`config.mk`:
```
export PLATFORM = sky130hd
export DESIGN_NAME = pcp_channel
export DESIGN_NICKNAME = d
export VERILOG_FILES = /design/src/pcp_pkg.sv /design/src/pcp_sec_timer.sv /design/src/pcp_channel.sv
export SDC_FILE = /design/constraint.sdc
export NUM_CORES = 1
export LEC_CHECK = 0
export BUFFER_PORTS_ARGS = -buffer_cell sky130_fd_sc_hd__buf_2
export CORE_MARGIN = 2
export CORE_UTILIZATION = 60
export CTS_BUF_LIST = sky130_fd_sc_hd__clkbuf_4
export DETAILED_ROUTE_END_ITERATION = 7
export HOLD_SLACK_MARGIN = 0.15
export PLACE_DENSITY = 0.94
export SETUP_SLACK_MARGIN = 0.2
export SYNTH_ARGS = -nofsm -noshare
export SYNTH_HDL_FRONTEND = slang
export SYNTH_SLANG_ARGS = --single-unit
```
`constraint.sdc`:
```
create_clock -name clock -period 3.1 [get_ports clock]
set_clock_uncertainty 0.15 [all_clocks]
set_input_delay 0 -clock clock [delete_from_list [all_inputs] [get_ports clock]]
set_output_delay 0 -clock clock [all_outputs]
set_load 0.05 [all_outputs]
```
`src/pcp_pkg.sv`:
```
// Functional notes
// - Forced trigger object configurable as one-bit or two-bit type.
// - Controller mode: forced state suspends control; output is configured forced brightness.
// - If allowed, bus brightness writes change output while forced.
// - Bus return, restore none: resume default state, no forcing.
// - Bus return, restore forced on: enter forced-on state.
// - Bus return, restore forced off: constant light controller mode.
// - Bus return, restore previous: restore forced state before bus loss.
// - Lock activated by ON or OFF telegram, selectable, when enabled.
// - On lock: only lock, or lock and send value, default 255.
// - Automatic unlock after configurable h:m:s delay, default 30 s.
// - Switch mode: lock over general operation.
// - Controller mode: lock, forced, manual, general in strict priority.
// - Manual mode ends after timeout up to 12 h; zero never ends.
package pcp_pkg;
  localparam int unsigned CLK_HZ        = 100_000_000;
  localparam int unsigned SEC_NS        = 1_000_000_000;
  localparam int unsigned CLK_PERIOD_NS = 10;
  localparam int unsigned SEC_CYCLES    = SEC_NS / CLK_PERIOD_NS;
  localparam logic [7:0]  LOCK_VAL_DEF  = 8'hff;
  localparam logic [16:0] UNLOCK_S_DEF  = 17'h0001e;
  localparam logic [16:0] MANUAL_S_DEF  = 17'h00e10;
  localparam logic [16:0] MANUAL_S_MAX  = 17'h0a8c0;
  localparam logic [7:0]  BRIGHT_OFF    = 8'h00;

  typedef enum logic [1:0] {
    PCP_RST_NONE = 2'h0,
    PCP_RST_ON   = 2'h1,
    PCP_RST_OFF  = 2'h2,
    PCP_RST_PREV = 2'h3
  } pcp_restore_t;

  typedef enum logic [1:0] {
    PCP_SRC_GEN    = 2'h0,
    PCP_SRC_MANUAL = 2'h1,
    PCP_SRC_FORCED = 2'h3,
    PCP_SRC_LOCK   = 2'h2
  } pcp_src_t;

  typedef struct packed {
    logic         ctrl_mode;
    logic         force_2bit;
    logic [7:0]   force_value;
    logic         force_bus_chg;
    pcp_restore_t restore;
    logic         lock_en;
    logic         lock_on_pol;
    logic         lock_send;
    logic [7:0]   lock_value;
    logic         unlock_auto;
    logic [16:0]  unlock_s;
    logic [16:0]  manual_s;
  } pcp_cfg_t;

  typedef struct packed {
    logic       lock_stb;
    logic       lock_bit;
    logic       force_stb;
    logic [1:0] force_val;
    logic       bright_stb;
    logic [7:0] bright_val;
    logic       manual_stb;
    logic [7:0] manual_val;
  } pcp_tel_t;
endpackage : pcp_pkg

```
`src/pcp_sec_timer.sv`:
```
`timescale 1ns/1ps
module pcp_sec_timer
  import pcp_pkg::*;
#(
  parameter int unsigned TICK_CYCLES = SEC_CYCLES
) (
  // Clock and reset
  input  wire logic        clock,
  input  wire logic        rstn,
  // Control
  input  wire logic        start,
  input  wire logic        stop,
  input  wire logic [16:0] secs,
  // Status
  output logic             running,
  output logic             expire
);
  logic [31:0] pre_reg, pre_next;
  logic [16:0] cnt_reg, cnt_next;
  logic        run_reg, run_next;
  logic        exp_reg, exp_next;

  always_comb begin
    pre_next = pre_reg;
    cnt_next = cnt_reg;
    run_next = run_reg;
    exp_next = 1'b0;
    if (start) begin
      pre_next = '0;
      cnt_next = secs;
      run_next = (secs != '0);
    end else if (stop) begin
      run_next = 1'b0;
    end else if (run_reg) begin
      if (pre_reg == 32'(TICK_CYCLES - 1)) begin
        pre_next = '0;
        if (cnt_reg == 17'h00001) begin
          run_next = 1'b0;
          exp_next = 1'b1;
        end
        cnt_next = cnt_reg - 17'h00001;
      end else begin
        pre_next = pre_reg + 32'h1;
      end
    end
  end

  always_ff @(posedge clock or negedge rstn) begin
    if (!rstn) begin
      pre_reg <= '0;
      cnt_reg <= '0;
      run_reg <= 1'b0;
      exp_reg <= 1'b0;
    end else begin
      pre_reg <= pre_next;
      cnt_reg <= cnt_next;
      run_reg <= run_next;
      exp_reg <= exp_next;
    end
  end

  assign running = run_reg;
  assign expire  = exp_reg;
endmodule : pcp_sec_timer

```
`src/pcp_channel.sv`:
```
`timescale 1ns/1ps
module pcp_channel
  import pcp_pkg::*;
#(
  parameter int unsigned TICK_CYCLES = SEC_CYCLES
) (
  // Clock and reset
  input  wire logic     clock,
  input  wire logic     rstn,
  // Bus voltage return, one-cycle pulse
  input  wire logic     bus_return,
  // Configuration
  input  wire pcp_cfg_t cfg,
  // Telegrams from the bus
  input  wire pcp_tel_t tel,
  // Constant light loop output
  input  wire logic [7:0] general_val,
  // Channel output
  output logic [7:0]    out_val,
  output logic          out_send,
  output pcp_src_t      out_src,
  output logic          locked,
  output logic          forced,
  output logic          manual
);
  logic       lock_reg, lock_next;
  logic       force_reg, force_next;
  logic       saved_reg, saved_next;
  logic       man_reg, man_next;
  logic [7:0] fval_reg, fval_next;
  logic [7:0] mval_reg, mval_next;
  logic [7:0] out_reg, out_next;
  logic       send_reg, send_next;
  pcp_src_t   src_reg, src_next;
  logic       lock_go, lock_rel, force_go, force_rel;
  logic       unl_exp, man_exp;
  logic [16:0] man_secs;

  // Lock request decoding
  always_comb begin
    lock_go  = cfg.lock_en && tel.lock_stb &&
               (tel.lock_bit == cfg.lock_on_pol);
    lock_rel = (cfg.lock_en && tel.lock_stb &&
               (tel.lock_bit != cfg.lock_on_pol)) || unl_exp;
  end

  // Forced trigger: one-bit level, or two-bit control bit alone, value bit unused
  always_comb begin
    if (cfg.force_2bit) begin
      force_go  = tel.force_stb && tel.force_val[1];
      force_rel = tel.force_stb && !tel.force_val[1];
    end else begin
      force_go  = tel.force_stb && tel.force_val[0];
      force_rel = tel.force_stb && !tel.force_val[0];
    end
  end

  assign man_secs = (cfg.manual_s > MANUAL_S_MAX) ? MANUAL_S_MAX
                                                  : cfg.manual_s;

  pcp_sec_timer #(.TICK_CYCLES(TICK_CYCLES)) u_unlock (
    .clock   (clock),
    .rstn    (rstn),
    .start   (lock_go && !lock_reg && !bus_return && cfg.unlock_auto),
    .stop    (lock_rel || bus_return),
    .secs    (cfg.unlock_s),
    .running (),
    .expire  (unl_exp)
  );

  pcp_sec_timer #(.TICK_CYCLES(TICK_CYCLES)) u_manual (
    .clock   (clock),
    .rstn    (rstn),
    .start   (tel.manual_stb),
    .stop    (bus_return),
    .secs    (man_secs),
    .running (),
    .expire  (man_exp)
  );

  always_comb begin
    lock_next  = lock_reg;
    force_next = force_reg;
    saved_next = saved_reg;
    man_next   = man_reg;
    fval_next  = fval_reg;
    mval_next  = mval_reg;
    if (bus_return) begin
      lock_next = 1'b0;
      man_next  = 1'b0;
      fval_next = cfg.force_value;
      case (cfg.restore)
        PCP_RST_NONE: force_next = 1'b0;
        PCP_RST_ON:   force_next = 1'b1;
        PCP_RST_OFF:  force_next = 1'b0;
        PCP_RST_PREV: force_next = saved_reg;
        default:      force_next = 1'b0;
      endcase
    end else begin
      if (lock_go) begin
        lock_next = 1'b1;
      end else if (lock_rel) begin
        lock_next = 1'b0;
      end
      if (force_go) begin
        force_next = 1'b1;
        fval_next  = cfg.force_value;
      end else if (force_rel) begin
        force_next = 1'b0;
      end
      if (tel.bright_stb && force_reg && cfg.force_bus_chg) begin
        fval_next = tel.bright_val;
      end
      saved_next = force_next;
      if (tel.manual_stb && cfg.ctrl_mode) begin
        man_next  = 1'b1;
        mval_next = tel.manual_val;
      end else if (man_exp) begin
        man_next = 1'b0;
      end
    end
  end

  // Output arbitration, registered so a handover changes in one step
  always_comb begin
    send_next = 1'b0;
    if (lock_reg) begin
      src_next = PCP_SRC_LOCK;
      out_next = cfg.lock_send ? cfg.lock_value : out_reg;
      send_next = cfg.lock_send && (src_reg != PCP_SRC_LOCK);
    end else if (cfg.ctrl_mode && force_reg) begin
      src_next = PCP_SRC_FORCED;
      out_next = fval_reg;
    end else if (cfg.ctrl_mode && man_reg) begin
      src_next = PCP_SRC_MANUAL;
      out_next = mval_reg;
    end else begin
      src_next = PCP_SRC_GEN;
      out_next = general_val;
    end
    if (src_next != PCP_SRC_LOCK && out_next != out_reg) begin
      send_next = 1'b1;
    end
  end

  always_ff @(posedge clock or negedge rstn) begin
    if (!rstn) begin
      lock_reg  <= 1'b0;
      force_reg <= 1'b0;
      saved_reg <= 1'b0;
      man_reg   <= 1'b0;
      fval_reg  <= BRIGHT_OFF;
      mval_reg  <= BRIGHT_OFF;
      out_reg   <= BRIGHT_OFF;
      send_reg  <= 1'b0;
      src_reg   <= PCP_SRC_GEN;
    end else begin
      lock_reg  <= lock_next;
      force_reg <= force_next;
      saved_reg <= saved_next;
      man_reg   <= man_next;
      fval_reg  <= fval_next;
      mval_reg  <= mval_next;
      out_reg   <= out_next;
      send_reg  <= send_next;
      src_reg   <= src_next;
    end
  end

  assign out_val  = out_reg;
  assign out_send = send_reg;
  assign out_src  = src_reg;
  assign locked   = lock_reg;
  assign forced   = force_reg;
  assign manual   = man_reg;
endmodule : pcp_channel

```
==> results of run 1 <==
## metrics by stage
stage                     std cells  hold slack, ns  instance area [um^2]
after floorplan                 917          -0.446                  8090
after global placement         1165         -0.0464                  8790
after detailed placement       1165         -0.0394                  8790
after CTS                      1423           0.159                 11400
## synthesized netlist by cell type, types with 14 or more instances
library cell / number
a21oi_1: 33
a31oi_1: 24
and3_1: 18
clkbuf_1: 46
dfrtp_1: 133
inv_1: 32
nand2_1: 52
nand3_1: 40
nand4_1: 32
nor2_1: 100
nor3_1: 23
nor4_1: 32
o21ai_0: 50
or3_1: 15
or4_1: 14
xnor2_1: 27
## cell families after synthesis
| logic type | Yosys count |
|---|---|
| flops | 133 |
| simple gates | 398 |
| fa+ha+maj | 6 |
| buf+inv | 90 |
| xor+xnor | 38 |
| compound gates | 231 |
| mux | 21 |
## layer usage
metal / overflow / global-route usage
met3: 0 / 0.722
met5: 0 / 0.412
met1: 0 / 0.789
met4: 1 / 0.748
met2: 7 / 0.912
==> impl_results.md, run 1 <==
* Simple-gate share of the synthesized area at 0.267
* Error: [ERROR GRT-0232] Routing congestion too high. Check the congestion heatmap in the GUI.
* Hpwl dp at 15000 um
* Largest net degree at the start of global routing at 86
* Die Span Y at 120 um
* Failing step: 5_1_grt
* FP Rows at 42
* Asr flop ratio synth at 1.00
* Synth Net Count at 1016
* Adder-Cell Fraction of Synth Area at 0.00929
* Post-synth top flop: dfrtp_1
* Starting Density at 0.613
* Routability cong. at 0.913
* Largest family of logic cells by synthesized area: simple AND/OR/NAND/NOR gates
* YS warnings at 0
* IO Pins at 107
* Initial antenna violation count at 12
* Place WS at 0.457 ns
* Mapped Avg Cell Area at 8.82 um^2
* Synth Area in Compound Gates at 0.199
* Die Wd at 120 um
* Port bufs at 106
* Last worst endpoint in the global-route repair_timing: u_unlock.cnt_reg[14]$_DFFE_PN0P_/D
* CTS sink cnt at 133
* CTS Buf Count at 17
* Post-synthesis cell type count at 70
* Post-Syn Area at 8090 um^2
* Tot GR Track Use at 0.794
* Setup bufs post-CTS at 0
* Worst endpoint type: register data pin
* Post-Synth XOR/XNOR Area at 0.0412
* H-Tree Depth at 4
* CTS Hold Bufs at 226
* Cell type with the largest total area after synthesis: dfrtp_1
* Number of synthesized flops with an enable pin at 0
* GRT overflow at 8
* Multiplexer share of the synthesized area at 0.0279
* Ranking of synthesized cells by area: dfrtp_1 41%, nor2_1 4.6%, o21ai_0 3.1%
* Gates resized, CTS repair at 0
* Post-synth top area share at 0.412
* Seq/Total Area, Yosys at 0.412
* Status: aborted with a tool error
* Root buf cell: clkbuf_4
* Post-Synthesis Cells at 917
* Seq cells post-synth at 133
* Clock tree buffer depth at 2
==> run 2: changes to the inputs <==
Settings changed: CORE_UTILIZATION 60 to 40, CTS_BUF_LIST sky130_fd_sc_hd__clkbuf_4 to unset, HOLD_SLACK_MARGIN 0.15 to unset, PLACE_DENSITY 0.94 to unset, PLACE_DENSITY_LB_ADDON set to 0.15, SETUP_SLACK_MARGIN 0.2 to unset.
==> run 2 against run 1 <==
Net effect: the flow now finishes without violations; synthesized cell count is the same; synthesized area did not move.
==> impl_results.md, run 2 <==
* Tot GR Track Use at 0.224
* DR WL/cell at 17.0 um
* Most common cell in the netlist: dfrtp_1
* Setup TNS at 0 ns
* Busiest grt layer: met2
* # diodes at 0
* Stages on the worst setup path at 8
* Routability cong. at 0.890
* YS warnings at 0
* Total power at 5170 uW
* Unrepaired setup endpoints after global routing: no
* GR Util met1 at 0.313
* CTS tree: built
* Grt met3 use at 0.0425
* 1st-iter DRT viols at 594
* Final Max Slew Viols at 0
* Largest net degree at the start of global routing at 76
* CTS Buf Count at 17
* CTS sink cnt at 133
* Max cap viols at 0
* Mapped Avg Cell Area at 8.82 um^2
* Cell type with the largest total area after synthesis: dfrtp_1
* Initial antenna violation count at 0
* Fin. Hold Viols at 0
* Asr flop ratio synth at 1.00
* GRT overflow at 0
* Final-report setup violation count at 0
* Drt pass-1 iters at 7
* H-Tree Depth at 4
* CORE AREA at 20000 um^2
* Global routing usage on met2 at 0.365
* Final WL at 23700 um
* Critical-path top delay cell: dlygate4sd3_1
* Share of layout cells above drive strength 1 at 0.173
* Post-route DRC at 0
* Worst path cell trace: dlygate4sd3_1, buf_2, nor4_1, a211oi_1, or4_1, dlygate4sd3_1, o22a_1, dlygate4sd3_1
* Ranking of synthesized cells by area: dfrtp_1 41%, nor2_1 4.6%, o21ai_0 3.1%
* Power Dens Cells at 489 nW/um^2
* Worst Max-Slew Pin Slew at 0.932 ns
* Number of synthesized flops with an enable pin at 0
* IO Pins at 107
* Net count, final at 1210
* Hpwl dp at 15600 um
* Critical path class: input port to register
* Status: complete, no violations
* Post-synthesis cell type count at 70
* Clock-pin slew on the worst setup and hold paths at 0.06 ns
* Final core area utilization at 0.527
* FP Rows at 52
* Synth Net Count at 1016
* Post-synth top flop: dfrtp_1
* Die Area at 21400 um^2
* Commonest cells in the netlist: 133 x dfrtp_1, 100 x nor2_1, 52 x nand2_1
* First-pass GRT wire length at 39700 um
* Die Span Y at 146 um
* Filler cells at 1829
* Post-layout min period at 2.89 ns
* Cell mode on critical path: dlygate4sd3_1
* Crit path max fanout at 5
* Period utilization at 0.931
* WP data required at 3.26 ns
* Port bufs at 106
* Reg2Reg Depth at 6
* Die Wd at 146 um
* Crit end category: register
* Vias in the first global route at 7805
* Post-Synthesis Cells at 917
* Starting Density at 0.403
* Layout area overhead at 30.7%
* Slew HR at 0.372
* Fmax achieved at 346 MHz
* DRT antenna net count at 0
* Critical path's largest stage delay at 0.61 ns
* Reg2Reg Setup Slack at 0.26 ns
* Root buf cell: clkbuf_16
* Vias at 8057
* Worst hold path type: input port to asynchronous set/reset pin
* Buf/Inv on CP at 4
* Leading cell types in the layout, fill and taps excluded: 132 x dfrtp_1, 105 x buf_2, 101 x dlygate4sd3_1, 100 x nor2_1, 52 x nand2_1
* Vias per cell at 5.78
* Worst EP arrival at 3.04 ns
* Pleak at 0.00443 uW
* Clk Latency, worst-skew pair at 0.42 ns
* Seq/Total Area, Yosys at 0.412
* Seq cells post-synth at 133
* Post-Syn Area at 8090 um^2
* Post-synth top area share at 0.412
* Most common cell after layout, fill and taps aside: dfrtp_1
* Clock tree buffer depth at 2
* CP top delay family: buffers and inverters
* CP Launch Type: input port
* IR drop worst, VDD at 0.342 mV
==> run 2: cell counts after synthesis <==
Identical to the previous run, type by type.
==> run 2: path summary, 6_finish.rpt <==
kind | from | end
max reg2reg | forced | saved_reg
min | rstn | out_val[7]
max in group asynchronous | rstn | u_manual.pre_reg[8]
max | cfg[12] | u_manual.running
min in group clock | bus_return | manual
min reg2reg | u_manual.expire | manual
==> run 2: cell families (layout without fill, tap and decap cells) <==
kind of cell	Yosys count	in the layout	share of synthesized area
simple gates	398	398	0.267
compound gates	231	231	0.199
flops	133	133	0.412
buf+inv	90	297	0.0440
xor+xnor	38	38	0.0412
mux	21	21	0.0279
fa+ha+maj	6	6	0.00928
==> run 2: metal layers <==
layer / wire [um] / part of all wire
met5: 0 / 0
met4: 231 / 0.0097
met3: 1110 / 0.047
met2: 11100 / 0.47
met1: 11300 / 0.48
==> run 2: repair_timing <==
action / in CTS / in global routing
resized for setup: 0 / 1
endpoints found under the hold margin: 139 / 0
setup buffers: 0 / 0
setup endpoints to repair: 0 / 1
hold buffers: 101 / 0
==> run 2: power breakdown <==
group | leakage, uW | internal [uW] | switching, uW
logic | 0.00241 | 463 | 549
clock network | 0.000297 | 1340 | 788
registers | 0.00172 | 1880 | 148
total | 0.00443 | 3680 | 1490
==> run 2: area by class of cell <==
cell class / instances / area [um^2] / share of cell area
clock inverters: 10 / 145 / 0.0137
multi-input cells: 694 / 4410 / 0.417
clock buffers: 22 / 474 / 0.0449
inverters: 32 / 120 / 0.0114
repair buffers: 233 / 1760 / 0.166
well taps: 270 / 338 / 0.0320
flip-flops and latches: 133 / 3330 / 0.315
==> run 2: stage by stage <==
stage               hold WS, ns  instances  setup slack (ns)  area, um^2
floorplan                -0.446        917             0.548        8090
global placement        -0.0666       1261             0.505        8940
detailed placement      -0.0729       1261             0.472        8940
CTS                     0.00138       1394             0.136       10600
global route             0.0451       1394            0.0814       10600
finish                   0.0295       1394             0.213       10600
Note: power is estimated with default switching activity, not from simulation.
